[config.mk]
export PLATFORM = sky130hd
export DESIGN_NAME = spi_flash_status_write_control
export DESIGN_NICKNAME = d
export VERILOG_FILES = /design/src/design/flash_status_pkg.sv /design/src/design/protect_decode.sv /design/src/design/spi_flash_status_write_control.sv
export SDC_FILE = /design/constraint.sdc
export NUM_CORES = 1
export LEC_CHECK = 0
export BUFFER_PORTS_ARGS = -buffer_cell sky130_fd_sc_hd__buf_2
export CORE_ASPECT_RATIO = 0.75
export CORE_MARGIN = 2
export CORE_UTILIZATION = 65
export CTS_CLUSTER_DIAMETER = 100
export DETAILED_ROUTE_END_ITERATION = 12
export GPL_TIMING_DRIVEN = 0
export PLACE_DENSITY = 0.92
export SYNTH_ARGS = -nofsm -noshare
export SYNTH_HDL_FRONTEND = slang
export SYNTH_SLANG_ARGS = --single-unit
export TNS_END_PERCENT = 50
[constraint.sdc]
create_clock -name clock -period 6.2 [get_ports clock]
set_input_delay 0.31 -clock clock [delete_from_list [all_inputs] [get_ports clock]]
set_output_delay 0.31 -clock clock [all_outputs]
set_load 0.01 [all_outputs]
[src/design/flash_status_pkg.sv]
// Constants, opcodes and carrier types for the status and write-control logic
// Function
// - Status read shifts bit 7 first on falls
// - Status bits repeat while clocks keep coming
// - Status read works during any internal write
// - Status write is opcode plus one byte
// - Status write changes only bits 2-5, 7
// - Protection and lock bits kept nonvolatile; here sys_rst clears them to NV_RESET
// - Status write needs write latch set first
// - Lock bit with low pin blocks status write
// - Busy bit high during internal write
// - Latch clear refuses all erase and writes
// - Write enable opcode sets the latch
// - Write disable opcode clears the latch
// - Latch clears at reset and write completion
// - Rejected writes and reads keep the latch
// - Top mode protects upper eighth, quarter, half
// - Bottom mode protects lower eighth, quarter, half
// - Zero select bits leave array unprotected
// - Power-down blocks commands, ignored while busy
// - Exit opcode byte leaves power-down
// - Small erase is opcode plus 24-bit address
// - Erase starts at select release, timer ends
// - Partial bytes or extra bytes discard writes
package flash_status_pkg;

    // Opcodes
    localparam logic [7:0] OP_STATUS_READ  = 8'h05;
    localparam logic [7:0] OP_STATUS_WRITE = 8'h01;
    localparam logic [7:0] OP_WRITE_EN     = 8'h06;
    localparam logic [7:0] OP_WRITE_DIS    = 8'h04;
    localparam logic [7:0] OP_POWER_DOWN   = 8'hB9;
    localparam logic [7:0] OP_PD_EXIT      = 8'hAB;
    localparam logic [7:0] OP_SMALL_ERASE  = 8'h20;
    localparam logic [7:0] OP_SMALL_ERASE2 = 8'hD7;

    // Command lengths in bytes
    localparam logic [2:0] LEN_SINGLE      = 3'h1;
    localparam logic [2:0] LEN_STATUS_WR   = 3'h2;
    localparam logic [2:0] LEN_ERASE       = 3'h4;
    localparam logic [2:0] LEN_SATURATE    = 3'h5;

    // Address field of a small sector
    localparam int SECTOR_MSB = 18;
    localparam int SECTOR_LSB = 12;

    // Sector index boundaries of the protected regions
    localparam logic [6:0] SECT_TOP_EIGHTH   = 7'h70;
    localparam logic [6:0] SECT_TOP_QUARTER  = 7'h60;
    localparam logic [6:0] SECT_TOP_HALF     = 7'h40;
    localparam logic [6:0] SECT_BOT_EIGHTH   = 7'h10;
    localparam logic [6:0] SECT_BOT_QUARTER  = 7'h20;
    localparam logic [6:0] SECT_BOT_HALF     = 7'h40;

    // Timing
    localparam int CLOCK_PERIOD_NS     = 25;
    localparam int SMALL_ERASE_TIME_MS = 40;
    localparam int SMALL_ERASE_CYCLES  = SMALL_ERASE_TIME_MS * 1000000 / CLOCK_PERIOD_NS;
    localparam int STATUS_WR_TIME_US   = 5;
    localparam int STATUS_WR_CYCLES    = STATUS_WR_TIME_US * 1000 / CLOCK_PERIOD_NS;
    localparam int TIMER_W             = 21;

    // Status word layout, bit 7 down to bit 0
    typedef struct packed {
        logic       status_lock;
        logic       reserved;
        logic       protect_top_bottom;
        logic       protect_sel_2;
        logic       protect_sel_1;
        logic       protect_sel_0;
        logic       write_latch;
        logic       busy;
    } status_word_s;

    // Nonvolatile part of the status word
    typedef struct packed {
        logic       status_lock;
        logic       protect_top_bottom;
        logic [2:0] protect_sel;
    } nv_bits_s;

    localparam nv_bits_s NV_RESET = 5'h00;

    // Internal write sequencer
    typedef enum logic [1:0] {
        WR_IDLE   = 2'b00,
        WR_STATUS = 2'b01,
        WR_ERASE  = 2'b11
    } write_state_e;

endpackage : flash_status_pkg

[src/design/protect_decode.sv]
// Protection level decode for one small sector index
`timescale 1ns/1ps
`default_nettype none
module protect_decode
    import flash_status_pkg::*;
(
    // Protection setting
    input  wire nv_bits_s   nv,
    // Sector under test
    input  wire logic [6:0] sector,
    // Result
    output logic            is_protected
);

    logic       whole;
    logic       top_hit;
    logic       bot_hit;
    logic [1:0] level;

    assign level = nv.protect_sel[1:0];

    // Select bit 2 in top mode, or in bottom mode without a level, covers everything
    assign whole = (nv.protect_sel[2] && !nv.protect_top_bottom)
                 || (nv.protect_sel[2] && nv.protect_top_bottom && level == 2'h0);

    // Upper regions end at the top address
    assign top_hit = !nv.protect_top_bottom && !nv.protect_sel[2] &&
                     ((level == 2'h1 && sector >= SECT_TOP_EIGHTH) ||
                      (level == 2'h2 && sector >= SECT_TOP_QUARTER) ||
                      (level == 2'h3 && sector >= SECT_TOP_HALF));

    // Lower regions start at address zero
    assign bot_hit = nv.protect_top_bottom &&
                     ((level == 2'h1 && sector < SECT_BOT_EIGHTH) ||
                      (level == 2'h2 && sector < SECT_BOT_QUARTER) ||
                      (level == 2'h3 && sector < SECT_BOT_HALF));

    // All-zero select leaves nothing protected
    assign is_protected = whole || top_hit || bot_hit;

endmodule : protect_decode
`default_nettype wire

[src/design/spi_flash_status_write_control.sv]
// Serial flash status register, write latch, power-down and small erase control
`timescale 1ns/1ps
`default_nettype none
module spi_flash_status_write_control
    import flash_status_pkg::*;
#(
    parameter int unsigned ERASE_CYCLES = SMALL_ERASE_CYCLES
) (
    // Clock and reset
    input  wire logic         clock,
    input  wire logic         sys_rst,
    // Serial bus pins
    input  wire logic         cs_n,
    input  wire logic         sck,
    input  wire logic         si,
    input  wire logic         write_protect_n,
    output logic              so,
    output logic              so_oe_n,
    // Other write engines of the device
    input  wire logic         ext_busy,
    input  wire logic         ext_write_done,
    // Erase array control and state
    output logic              erase_start,
    output logic [6:0]        erase_sector,
    output logic              erase_done,
    output logic              power_down,
    output status_word_s      status_out
);

    // Registers
    logic         sck_prev_reg;
    logic         cs_prev_reg;
    logic [2:0]   bit_cnt_reg;
    logic [2:0]   byte_cnt_reg;
    logic [7:0]   shift_reg;
    logic [7:0]   opcode_reg;
    logic [23:0]  addr_reg;
    logic         rd_active_reg;
    logic [2:0]   out_idx_reg;
    logic         so_reg;
    logic         so_oe_n_reg;
    logic         wen_reg;
    logic         pd_reg;
    nv_bits_s     nv_reg;
    nv_bits_s     pend_reg;
    write_state_e state_reg;
    write_state_e state_next;
    logic [TIMER_W-1:0] timer_reg;
    logic [6:0]   sector_reg;
    logic         erase_start_reg;
    logic         erase_done_reg;
    status_word_s status_reg;

    // Combinational nets
    logic         sck_rise;
    logic         sck_fall;
    logic         cs_rise;
    logic         cs_fall;
    logic [7:0]   shift_in;
    logic         byte_done;
    logic         opcode_done;
    logic         whole_bytes;
    logic         busy_any;
    logic         lock_active;
    logic         cmd_end;
    logic         is_erase_op;
    logic [6:0]   cmd_sector;
    logic         sector_prot;
    logic         do_wen;
    logic         do_wdis;
    logic         do_srw;
    logic         do_erase;
    logic         do_pd;
    logic         pd_exit;
    logic         timer_zero;
    logic         srw_finish;
    logic         erase_finish;
    status_word_s status_now;
    logic [TIMER_W-1:0] erase_load;
    logic [TIMER_W-1:0] srw_load;

    // Pin edge detection, bus activity only while selected
    assign sck_rise = !cs_n && sck && !sck_prev_reg;
    assign sck_fall = !cs_n && !sck && sck_prev_reg;
    assign cs_rise  = cs_n && !cs_prev_reg;
    assign cs_fall  = !cs_n && cs_prev_reg;

    // Serial byte assembly, most significant bit first
    assign shift_in    = {shift_reg[6:0], si};
    assign byte_done   = sck_rise && (bit_cnt_reg == 3'h7);
    assign opcode_done = byte_done && (byte_cnt_reg == 3'h0);
    assign whole_bytes = (bit_cnt_reg == 3'h0);

    // Device state used by command acceptance
    assign busy_any    = (state_reg != WR_IDLE) || ext_busy;
    assign lock_active = nv_reg.status_lock && !write_protect_n;
    assign is_erase_op = (opcode_reg == OP_SMALL_ERASE) || (opcode_reg == OP_SMALL_ERASE2);
    assign cmd_sector  = addr_reg[SECTOR_MSB:SECTOR_LSB];

    // Commands act at select release on a byte boundary only; power-down exit acts at the last opcode rise
    assign cmd_end = cs_rise && whole_bytes && !pd_reg;

    assign do_wen  = cmd_end && (opcode_reg == OP_WRITE_EN)  && (byte_cnt_reg == LEN_SINGLE);
    assign do_wdis = cmd_end && (opcode_reg == OP_WRITE_DIS) && (byte_cnt_reg == LEN_SINGLE);
    assign do_srw  = cmd_end && (opcode_reg == OP_STATUS_WRITE) &&
                     (byte_cnt_reg == LEN_STATUS_WR) &&
                     wen_reg && !busy_any && !lock_active;
    assign do_erase = cmd_end && is_erase_op && (byte_cnt_reg == LEN_ERASE) &&
                      wen_reg && !busy_any && !sector_prot;
    assign do_pd   = cmd_end && (opcode_reg == OP_POWER_DOWN) &&
                     (byte_cnt_reg == LEN_SINGLE) && !busy_any;
    assign pd_exit = pd_reg && opcode_done && (shift_in == OP_PD_EXIT);

    // Internal write completion
    assign timer_zero   = (timer_reg == '0);
    assign srw_finish   = (state_reg == WR_STATUS) && timer_zero;
    assign erase_finish = (state_reg == WR_ERASE) && timer_zero;
    assign erase_load   = TIMER_W'(ERASE_CYCLES - 1);
    assign srw_load     = TIMER_W'(STATUS_WR_CYCLES - 1);

    // Live status word as seen by a read
    assign status_now = '{
        status_lock:        nv_reg.status_lock,
        reserved:           1'b0,
        protect_top_bottom: nv_reg.protect_top_bottom,
        protect_sel_2:      nv_reg.protect_sel[2],
        protect_sel_1:      nv_reg.protect_sel[1],
        protect_sel_0:      nv_reg.protect_sel[0],
        write_latch:        wen_reg,
        busy:               busy_any
    };

    // Protection check of the addressed small sector
    protect_decode u_protect (
        .nv           (nv_reg),
        .sector       (cmd_sector),
        .is_protected (sector_prot)
    );

    // Write sequencer next state
    always_comb begin
        state_next = state_reg;
        case (state_reg)
            WR_IDLE: begin
                if (do_srw) begin
                    state_next = WR_STATUS;
                end else if (do_erase) begin
                    state_next = WR_ERASE;
                end
            end
            WR_STATUS: begin
                if (timer_zero) begin
                    state_next = WR_IDLE;
                end
            end
            WR_ERASE: begin
                if (timer_zero) begin
                    state_next = WR_IDLE;
                end
            end
            default: begin
                state_next = WR_IDLE;
            end
        endcase
    end

    // Pin history for edge detection
    always_ff @(posedge clock or posedge sys_rst) begin
        if (sys_rst) begin
            sck_prev_reg <= 1'b0;
            cs_prev_reg  <= 1'b1;
        end else begin
            sck_prev_reg <= sck;
            cs_prev_reg  <= cs_n;
        end
    end

    // Bit and byte counters, restarted by select fall
    always_ff @(posedge clock or posedge sys_rst) begin
        if (sys_rst) begin
            bit_cnt_reg  <= 3'h0;
            byte_cnt_reg <= 3'h0;
        end else if (cs_fall) begin
            bit_cnt_reg  <= 3'h0;
            byte_cnt_reg <= 3'h0;
        end else if (sck_rise) begin
            bit_cnt_reg <= bit_cnt_reg + 3'h1;
            if (byte_done && byte_cnt_reg != LEN_SATURATE) begin
                byte_cnt_reg <= byte_cnt_reg + 3'h1;
            end
        end
    end

    // Shift register, opcode and address capture
    always_ff @(posedge clock or posedge sys_rst) begin
        if (sys_rst) begin
            shift_reg  <= 8'h00;
            opcode_reg <= 8'h00;
            addr_reg   <= 24'h000000;
        end else if (sck_rise) begin
            shift_reg <= shift_in;
            if (opcode_done) begin
                opcode_reg <= shift_in;
            end else if (byte_done) begin
                addr_reg <= {addr_reg[15:0], shift_in};
            end
        end
    end

    // Status read output, one bit per falling clock, wrapping
    always_ff @(posedge clock or posedge sys_rst) begin
        if (sys_rst) begin
            rd_active_reg <= 1'b0;
            out_idx_reg   <= 3'h7;
            so_reg        <= 1'b0;
            so_oe_n_reg   <= 1'b1;
        end else if (cs_n) begin
            rd_active_reg <= 1'b0;
            so_oe_n_reg   <= 1'b1;
        end else if (opcode_done) begin
            rd_active_reg <= (shift_in == OP_STATUS_READ) && !pd_reg;
            out_idx_reg   <= 3'h7;
        end else if (sck_fall && rd_active_reg) begin
            so_reg      <= status_now[out_idx_reg];
            so_oe_n_reg <= 1'b0;
            out_idx_reg <= out_idx_reg - 3'h1;
        end
    end

    // Write latch: set command wins over any clear
    always_ff @(posedge clock or posedge sys_rst) begin
        if (sys_rst) begin
            wen_reg <= 1'b0;
        end else if (do_wen) begin
            wen_reg <= 1'b1;
        end else if (do_wdis || srw_finish || erase_finish || ext_write_done) begin
            wen_reg <= 1'b0;
        end
    end

    // Power-down state
    always_ff @(posedge clock or posedge sys_rst) begin
        if (sys_rst) begin
            pd_reg <= 1'b0;
        end else if (pd_exit) begin
            pd_reg <= 1'b0;
        end else if (do_pd) begin
            pd_reg <= 1'b1;
        end
    end

    // Nonvolatile protection bits and pending status write data
    always_ff @(posedge clock or posedge sys_rst) begin
        if (sys_rst) begin
            nv_reg   <= NV_RESET;
            pend_reg <= NV_RESET;
        end else begin
            if (do_srw) begin
                pend_reg <= {addr_reg[7], addr_reg[5:2]};
            end
            if (srw_finish) begin
                nv_reg <= pend_reg;
            end
        end
    end

    // Internal write timer and sequencer state
    always_ff @(posedge clock or posedge sys_rst) begin
        if (sys_rst) begin
            state_reg <= WR_IDLE;
            timer_reg <= '0;
        end else begin
            state_reg <= state_next;
            if (state_reg == WR_IDLE && do_srw) begin
                timer_reg <= srw_load;
            end else if (state_reg == WR_IDLE && do_erase) begin
                timer_reg <= erase_load;
            end else if (!timer_zero) begin
                timer_reg <= timer_reg - TIMER_W'(1);
            end
        end
    end

    // Erase array handshake and status mirror
    always_ff @(posedge clock or posedge sys_rst) begin
        if (sys_rst) begin
            sector_reg      <= 7'h00;
            erase_start_reg <= 1'b0;
            erase_done_reg  <= 1'b0;
            status_reg      <= '0;
        end else begin
            erase_start_reg <= do_erase && state_reg == WR_IDLE;
            erase_done_reg  <= erase_finish;
            status_reg      <= status_now;
            if (do_erase) begin
                sector_reg <= cmd_sector;
            end
        end
    end

    // Outputs straight from registers
    assign so           = so_reg;
    assign so_oe_n      = so_oe_n_reg;
    assign erase_start  = erase_start_reg;
    assign erase_sector = sector_reg;
    assign erase_done   = erase_done_reg;
    assign power_down   = pd_reg;
    assign status_out   = status_reg;

endmodule : spi_flash_status_write_control
`default_nettype wire

## Yosys cells after proc, flatten, opt, wreduce, memory -nomap -nowiden

Cells that the tools add are included.

- $add $sub $neg: 4
- Magnitude comparators: 7
- Eq/ne operators: 22
- Multiplexer cells: 25
- Bitwise operators: 2
- Reduce and logical (&&, ||, !) cells: 93

Operator list:

| kind | count |
|---|---|
| 21-bit two-way mux | 3 |
| 1-bit logical AND | 49 |
| 8-bit by 3-bit == test with 1-bit output, second input constant | 3 |
| 8-bit == test, second input constant | 3 |
| 7-bit greater-or-equal comparator, second input constant | 3 |
| 21-bit zero test | 1 |
| 3-bit two-way mux | 7 |
| 21-bit by 1-bit subtractor with 21-bit output, second input constant | 1 |
| 2-bit nonzero test | 8 |
| 1-bit logical OR | 12 |
| 1-bit zero test | 11 |
| 1-bit two-way mux | 10 |
| 2-bit AND reduction | 5 |
| 8-bit by 1-bit == test with 1-bit output, second input constant | 1 |
| 8-bit by 6-bit == test with 1-bit output, second input constant | 1 |
| 7-bit by 5-bit < comparator with 1-bit output, second input constant | 1 |
| 7-bit by 6-bit < comparator with 1-bit output, second input constant | 1 |
| 7-bit < comparator, second input constant | 1 |
| 3-bit by 1-bit adder with 3-bit output, second input constant | 2 |
| 2-bit == test, second input constant | 3 |
| 3-bit == test, second input constant | 2 |
| 3-bit zero test | 2 |
| 2-bit two-way mux | 3 |
| 3-bit != test, second input constant | 2 |
| other kinds (14) | 18 |

- Flip-flop bits (word level): 99
- Input port bits: 8
- Output and inout bits: 20
- Word-level logic and storage cells: 184

## Longest topological paths before layout

Gate-level depths: netlist of the first run.

- Word-level depth: 12
- Mapped depth: 10
- Depth with buffers taken out: 7

## Hierarchy

From an unflattened synthesis of the first run, not the netlist that was laid out.

- Cell total of the unflattened synthesis: 389
- Area total of the unflattened synthesis: 4464.3 µm²

By module, submodules not included:

| module | times used | cells each | area an instance (µm²) | sequential area each (µm²) |
|---|---|---|---|---|
| spi_flash_status_write_control | 1 | 380 | 4409.2 | 2458.6 |
| protect_decode | 1 | 9 | 55.1 | 0.0 |

## Worst setup path after synthesis of the first run

No wires, ideal clock.

- Kind: register to register
- Start: register timer_reg[8]
- End: register nv_reg[0] in the netlist's numbering
- Library setup time: 0.125 ns
- Arrival time: 2.312 ns
- Required time: 6.075 ns
- Setup slack: 3.764 ns
- Cell stages (with the launch flop): 8
- Buffers on the path: 2
- Period minus slack after synthesis: 2.436 ns
- Path through: dfrtp_1 -> or4_4 -> or4_4 -> buf_6 -> nor2_2 -> and3_1 -> buf_2 -> mux2_2

- Cells in the longest elaborated chain, start to end: 2

Ends and longest elaborated chain:

| what | line | RTL |
|---|---|---|
| start, declared | spi_flash_status_write_control.sv:48 | `logic [TIMER_W-1:0] timer_reg;` |
| start signal, assigned | spi_flash_status_write_control.sv:275 | `timer_reg <= srw_load;` |
| start signal, assigned | spi_flash_status_write_control.sv:277 | `timer_reg <= erase_load;` |
| start signal, assigned | spi_flash_status_write_control.sv:279 | `timer_reg <= timer_reg - TIMER_W'(1);` |
| 21-bit zero test | spi_flash_status_write_control.sv:115 | `assign timer_zero = (timer_reg == '0);` |
| 1-bit logical AND | spi_flash_status_write_control.sv:116 | `assign srw_finish = (state_reg == WR_STATUS) && timer_zero;` |
| end signal, assigned | spi_flash_status_write_control.sv:262 | `nv_reg <= pend_reg;` |
| end, declared | spi_flash_status_write_control.sv:44 | `nv_bits_s nv_reg;` |

No other way between the ends.
A chain may end at the register's enable or synchronous reset.

## Final worst setup path of the first run

- Start: register state_reg[0]
- End: register sector_reg[6] (netlist: erase_sector[6])

- Cells in the longest elaborated chain, start to end: 5

Ends and longest elaborated chain:

| what | line | RTL |
|---|---|---|
| start, declared | spi_flash_status_write_control.sv:46 | `write_state_e state_reg;` |
| start signal, assigned | spi_flash_status_write_control.sv:273 | `state_reg <= state_next;` |
| 2-bit nonzero test | spi_flash_status_write_control.sv:95 | `assign busy_any = (state_reg != WR_IDLE) \|\| ext_busy;` |
| 1-bit logical OR | spi_flash_status_write_control.sv:95 |  |
| net busy_any | spi_flash_status_write_control.sv:63 | `logic busy_any;` |
| 1-bit zero test | spi_flash_status_write_control.sv:109 | `wen_reg && !busy_any && !sector_prot;` |
| 1-bit logical AND (2 in a row) | spi_flash_status_write_control.sv:109 |  |
| end signal, assigned | spi_flash_status_write_control.sv:296 | `sector_reg <= cmd_sector;` |
| end, declared | spi_flash_status_write_control.sv:49 | `logic [6:0] sector_reg;` |

The timed path passes the listed nets, and every way through them passes these cells.

==> reports/metrics.cfg, run 1 <==
[run_status]
status=finished clean

[logic_synthesis]
seq_area_frac_synth=0.548
yosysTopAreaCell=dfrtp_1
synth.area.top_cells=dfrtp_1 (52%), mux2_2 (10%), nand2_1 (3.6%)
syn_nets=410
ys_types=49
synth.cell_area_um2=4490
synth_edf_count=0
synth_top_area_share=0.519
synth.most_common_cell=dfrtp_1
synthTopCellsByCount=dfrtp_1 (93), nand2_1 (43), mux2_2 (40), nor3_1 (22), a21oi_1 (15)
yosys_register_bits=98
async_flop_share=1.00
syn_inst=392
ys.flop_type=dfrtp_1
synth_warnings=0
synth_area_per_cell_um2=11.4

[cts]
cts_tree=yes
root_buffer=clkbuf_8
clk_latency_ps=360
htree_num_levels=3
cts_buffers=9
clockBufferDepth=2
clkSinkCount=98
post_cts_buffers=0
clk_pin_slew_ps=90

[route]
drt_iter0_drc=323
ant_nets=0
wire_per_inst_um=18.3
num_vias=3272
wirelength_mm=9.50
post-route-drc-count=0
first_pass_iters=5
vias_per_cell=6.29

[global_route]
grt_use_total=0.267
globalRoute.totalOverflow=0
grt_antenna_before_repair=0
grt_pass1_wl_mm=16.0
grt_max_degree=73
grt_pass1_vias=3323

[placement]
routabilityCongestion=0.836
hpwl_mm=6.71
port_buffers=26

[timing]
relSlewSlack=0.321
worstMarginPinSlew_ps=1020
fin_worst_skew_ps=8.19
setup_viol=0
fmax_mhz=351
finalSetupTns_ps=0
min_period_over_period=0.459
finalHoldViolCount=0
report.final.slew_viol_count=0
rsz0062_at_grt=false
period_needed_ps=2850

[final_layout]
antennaDiodeCount=0
fin_util=0.736
fillers=437
final_nets=449
syn_to_final_growth_pct=10.4
seqCellArea_um2=2460
multi_input_area_um2=1900
drive_gt1_frac=0.250
largest_reg_flops=21

[job]
maxCapViolations=0

[worst_setup_path]
critPathLaunch=state_reg[0]
crit_required_ps=6440
cp-start-kind=flip-flop
reg2reg_slack_ps=3350
cp_data_arrival_time_ps=3090
r2r_start=state_reg[0]
critPathCapture=erase_sector[6]
r2r_cells=5
cp_max_fo=8
r2r_end=erase_sector[6]
crit_type=reg -> reg
critPathCaptureType=flip-flop

[min_path]
hold_depth=1
hp-class=in -> reg

[floorplanning]
dieHeight_um=76.0
dieArea_um2=7590
ioPinCount=28
initial_utilization=0.666
core_area_um2=6730
num_rows=26
fp.dieW_um=99.9

[pwr]
power_density_nw_per_um2=235
ir_drop_mv=0.163
leakage_nw=2.30

-- worst max-delay path, cell delays in order, from the launching register on --
cell and delay [ps]:
dfrtp_1 440, or3_4 420, nor4_1 440, nand2_1 200, nor4b_2 790, mux2_2 430
-- routing by layer --
layer | wire [µm] | global-route usage | share of wire | up-vias
li1 | - | - | - | 1462
met1 | 3940 | 0.377 | 0.41 | 1617
met2 | 4620 | 0.426 | 0.49 | 169
met3 | 785 | 0.0627 | 0.083 | 24
met4 | 155 | 0.0658 | 0.016 | 0
met5 | 0 | 0 | 0 | -
-- worst min path at each step --
stage | from | endpoint | slack (ps)
after CTS | sck | sck_prev_reg | 80
after global placement | sck | sck_prev_reg | 440
after global routing | sck | sck_prev_reg | 90
after floorplan | cs_n | cs_prev_reg | 310
after detailed placement | sys_rst | erase_sector[2] | 310
final | sck | sck_prev_reg | 80
-- repair_timing --
action | CTS | global route
hold buffers | 1 | 0
hold endpoints to repair | 26 | 0
setup endpoints to repair | 0 | 0
resized for setup | 0 | 0
-- through the flow --
stage	hold slack, ps	std cells	worst slack (ps)	instance area, µm²	power (mW)
final	80.4	520	3350	4950	1.17
after global placement	442	502	2370	4720	0.762
after CTS	75.7	520	3360	4950	1.17
after detailed placement	313	503	3380	4750	0.772
after floorplan	314	392	3340	4490	0.741
after global routing	86.8	520	3180	4950	1.21
-- area by class of cell --
cell class,count,share of cell area
flip-flops and latches,98,0.496
multi-input cells,265,0.383
repair buffers,28,0.0338
clock buffers,9,0.0250
well taps,84,0.0212
plain buffers,15,0.0159
clock inverters,7,0.0136
inverters,14,0.0111
-- where the power goes --
| group | switching, mW | internal [mW] |
|---|---|---|
| clock | 0.218 | 0.187 |
| combinational | 0.0314 | 0.0297 |
| sequential | 0.0373 | 0.662 |
-- cells in the final DEF (no fill, tap or decap), drive strengths merged, types with 3 or more instances in the layout --
cell	Yosys	final
nand2	43	43
nor4	8	8
o21ai	12	12
nor3b	3	3
o31ai	3	3
xnor2	11	11
mux2i	6	6
dfstp	5	5
clkinv	0	4
nor3	22	22
nand3	11	11
nor2b	4	4
nand2b	3	3
or3	8	8
dfrtp	93	93
and3	6	6
clkbuf	9	18
a21oi	15	15
buf	6	33
inv	14	16
mux2	43	43
or4	6	6
or4b	3	3
nand4	4	4
xor2	6	6
or2	3	3
ha	10	10
nor2	14	14
-- cell families after synthesis --
kind of cell    share of synthesized area
xor+xnor                           0.0332
fa+ha+maj                          0.0279
simple gates                        0.176
compound gates                     0.0561
buf+inv                            0.0293
mux                                 0.129
flops                               0.548
other cells                      0.000836
Power figures use the tool's default switching activity.
==> run 2: changes to the inputs <==
ABC_AREA = 1   (was unset)
CORE_UTILIZATION = 61   (was 65)
PLACE_DENSITY = 0.87   (was 0.92)
clock period = 2.95 ns   (was 6.2 ns; I/O delays follow)
==> run 2 against run 1 <==
Compared with the run above:
- total power grew 110%
- non-clock buffer count fell by 4
- global-route usage grew 0.47 points
- critical endpoint is now timer_reg[18]
==> reports/metrics.cfg, run 2 <==
[run_status]
status=finished clean

[placement]
hpwl_mm=7.75
routabilityCongestion=1.01
port_buffers=26
placed_area_um2=5100
placed_cells=709

[floorplanning]
dieArea_um2=8620
initial_utilization=0.619
dieHeight_um=80.9
core_area_um2=7780
num_rows=28
fp.dieW_um=107
ioPinCount=28

[pwr]
seqPwrFrac=0.580
power_density_nw_per_um2=453
netSwitchingFraction=0.251
leakage_nw=2.63
ir_drop_mv=0.268
intPower_mw=1.81
netSwitchingPower_uw=607
pwr-share-comb=0.049
clkPwrFrac=0.372

[cts]
clockBufferDepth=2
cts-resized-gates=0
post_cts_buffers=0
root_buffer=clkbuf_8
cts_tree=yes
clk_pin_slew_ps=100
cts_buffers=9
holdBufCountCts=4
clk_latency_ps=370
clkSinkCount=98
htree_num_levels=3

[worst_setup_path]
cp-start-kind=flip-flop
r2r_start=timer_reg[0]
crit_type=reg -> reg
critPathLaunch=timer_reg[0]
cp_data_arrival_time_ps=2270
crit_required_ps=3250
critPathCaptureType=flip-flop
cp_max_fo=4

[global_route]
grt_max_degree=65
globalRoute.totalOverflow=0
grt_pass1_vias=3839
grt_antenna_before_repair=0
grt_use_total=0.272
grt_pass1_wl_mm=18.3

[logic_synthesis]
synth.area.mux_share=0
syn_inst=577
synth.cell_area_um2=4810
synth_xor_area_frac=0.0127
synth.area.top_cells=dfrtp_1 (48%), nand2_1 (10%), inv_1 (6.0%)
synth_warnings=0
seq_area_frac_synth=0.511
synth.most_common_cell=nand2_1
synth-simple-area-share=0.286
synth_compound_area_frac=0.0879
synthTopCellsByCount=nand2_1 (134), dfrtp_1 (93), inv_1 (77), nor2_1 (67), o21ai_0 (49)
synth_top_family_by_area=simple AND/OR/NAND/NOR gates
yosys_register_bits=98
ys.flop_type=dfrtp_1
synth_area_per_cell_um2=8.34
syn_nets=595
synthAdderAreaFrac=0.0260
synth_top_area_share=0.483
async_flop_share=1.00
synth_edf_count=0
yosysTopAreaCell=dfrtp_1
ys_types=40

[route]
drt_iter0_drc=404
wl_met3_um=811
ant_nets=0
wire_per_inst_um=14.6
top_layer_used=met4
first_pass_iters=6
num_vias=4051
wirelength_mm=10.6
wl_met1_mm=4.83
wl_met2_mm=4.72
post-route-drc-count=0
vias_per_cell=5.56

[final_layout]
fin_area_um2=5350
final_common_cell=nand2_1
final_nets=637
largest_reg_flops=21
instances_no_fill=729
fin_util=0.688
seqCellArea_um2=2460
antennaDiodeCount=0
mostFrequentLayoutCells=nand2_1 (134), dfrtp_1 (93), inv_1 (76), nor2_1 (67), o21ai_0 (49)
multi_input_area_um2=1990
syn_to_final_growth_pct=11.1
drive_gt1_frac=0.139
fillers=615

[min_path]
hp-class=in -> reg
hp-start=ext_busy

[job]
maxCapViolations=0

[timing]
fin_worst_skew_ps=9.14
min_period_over_period=0.669
fmax_mhz=507
finalHoldViolCount=0
relSlewSlack=0.492
setup_viol=0
worstMarginPinSlew_ps=755
period_needed_ps=1970
rsz0062_at_grt=false
report.final.slew_viol_count=0

[run 2: changes by cell type in the layout (fill, tap and decap cells not counted), sizes merged, moves of 35 or more]
cell	change
inv	+69
mux2	-43
nand2	+94
nand3	+35
nor2	+64
o21ai	+42
[run 2: power groups by stage]
stage | Clock, mW | Sequential (mW) | Combinational [mW]
finish | 0.900 | 1.40 | 0.118
global route | 0.960 | 1.41 | 0.137
CTS | 0.910 | 1.40 | 0.120
detailed placement | 0 | 1.43 | 0.116
global placement | 0 | 1.43 | 0.105
floorplan | 0 | 1.42 | 0.0785
[run 2: critical path: stages, from the launching register on]
cell and delay [ps]:
dfrtp_1 420, inv_1 140, ha_1 230, inv_1 70, nor2_1 210, nand2_1 130, nor3_1 350, nand3_1 140
nand2_1 90, nand2_1 60, nor2_1 80
[run 2: area by class of cell]
type,count,share of cell area
plain buffers,8,0.00912
clock buffers,10,0.0239
clock inverters,6,0.0140
inverters,84,0.0597
multi-input cells,387,0.372
flip-flops and latches,98,0.460
well taps,105,0.0246
repair buffers,31,0.0370
[run 2: cells by family (layout without fill, tap and decap cells)]
logic type | after synthesis | after routing
and+or+nand+nor | 291 | 291
DFF | 98 | 98
buffers and inverters | 92 | 139
AOI/OAI and AO/OA | 78 | 78
adders and majority gates | 10 | 10
xor gates and xnor gates | 7 | 7
other | 1 | 1
[run 2: metal layers]
layer  up-vias  GRT usage
met5         -          0
met4         0      0.117
met3        36     0.0554
met2       197      0.405
met1      1893      0.391
li1       1925          -
[run 2: final timing paths]
kind / to / slack [ps] / depth (start not counted)
max: timer_reg[18] / 980 / 10
min: status_out[0] / 100 / 2
max reg2reg: timer_reg[18] / 980 / 10
min reg2reg: status_out[2] / 430 / 0
max in group asynchronous: addr_reg[3] / 1970 / 4
min in group asynchronous: status_out[7] / 330 / 3
[run 2: through the flow]
| stage | setup WS, ps | hold slack (ps) | total power [mW] | TNS [ps] |
|---|---|---|---|---|
| detailed placement | 1070 | 197 | 1.55 | 0 |
| global route | 707 | 97.4 | 2.51 | 0 |
| global placement | -774 | 312 | 1.53 | -71460 |
| finish | 976 | 102 | 2.42 | 0 |
| CTS | 1040 | 95.6 | 2.43 | 0 |
| floorplan | 249 | 152 | 1.50 | 0 |
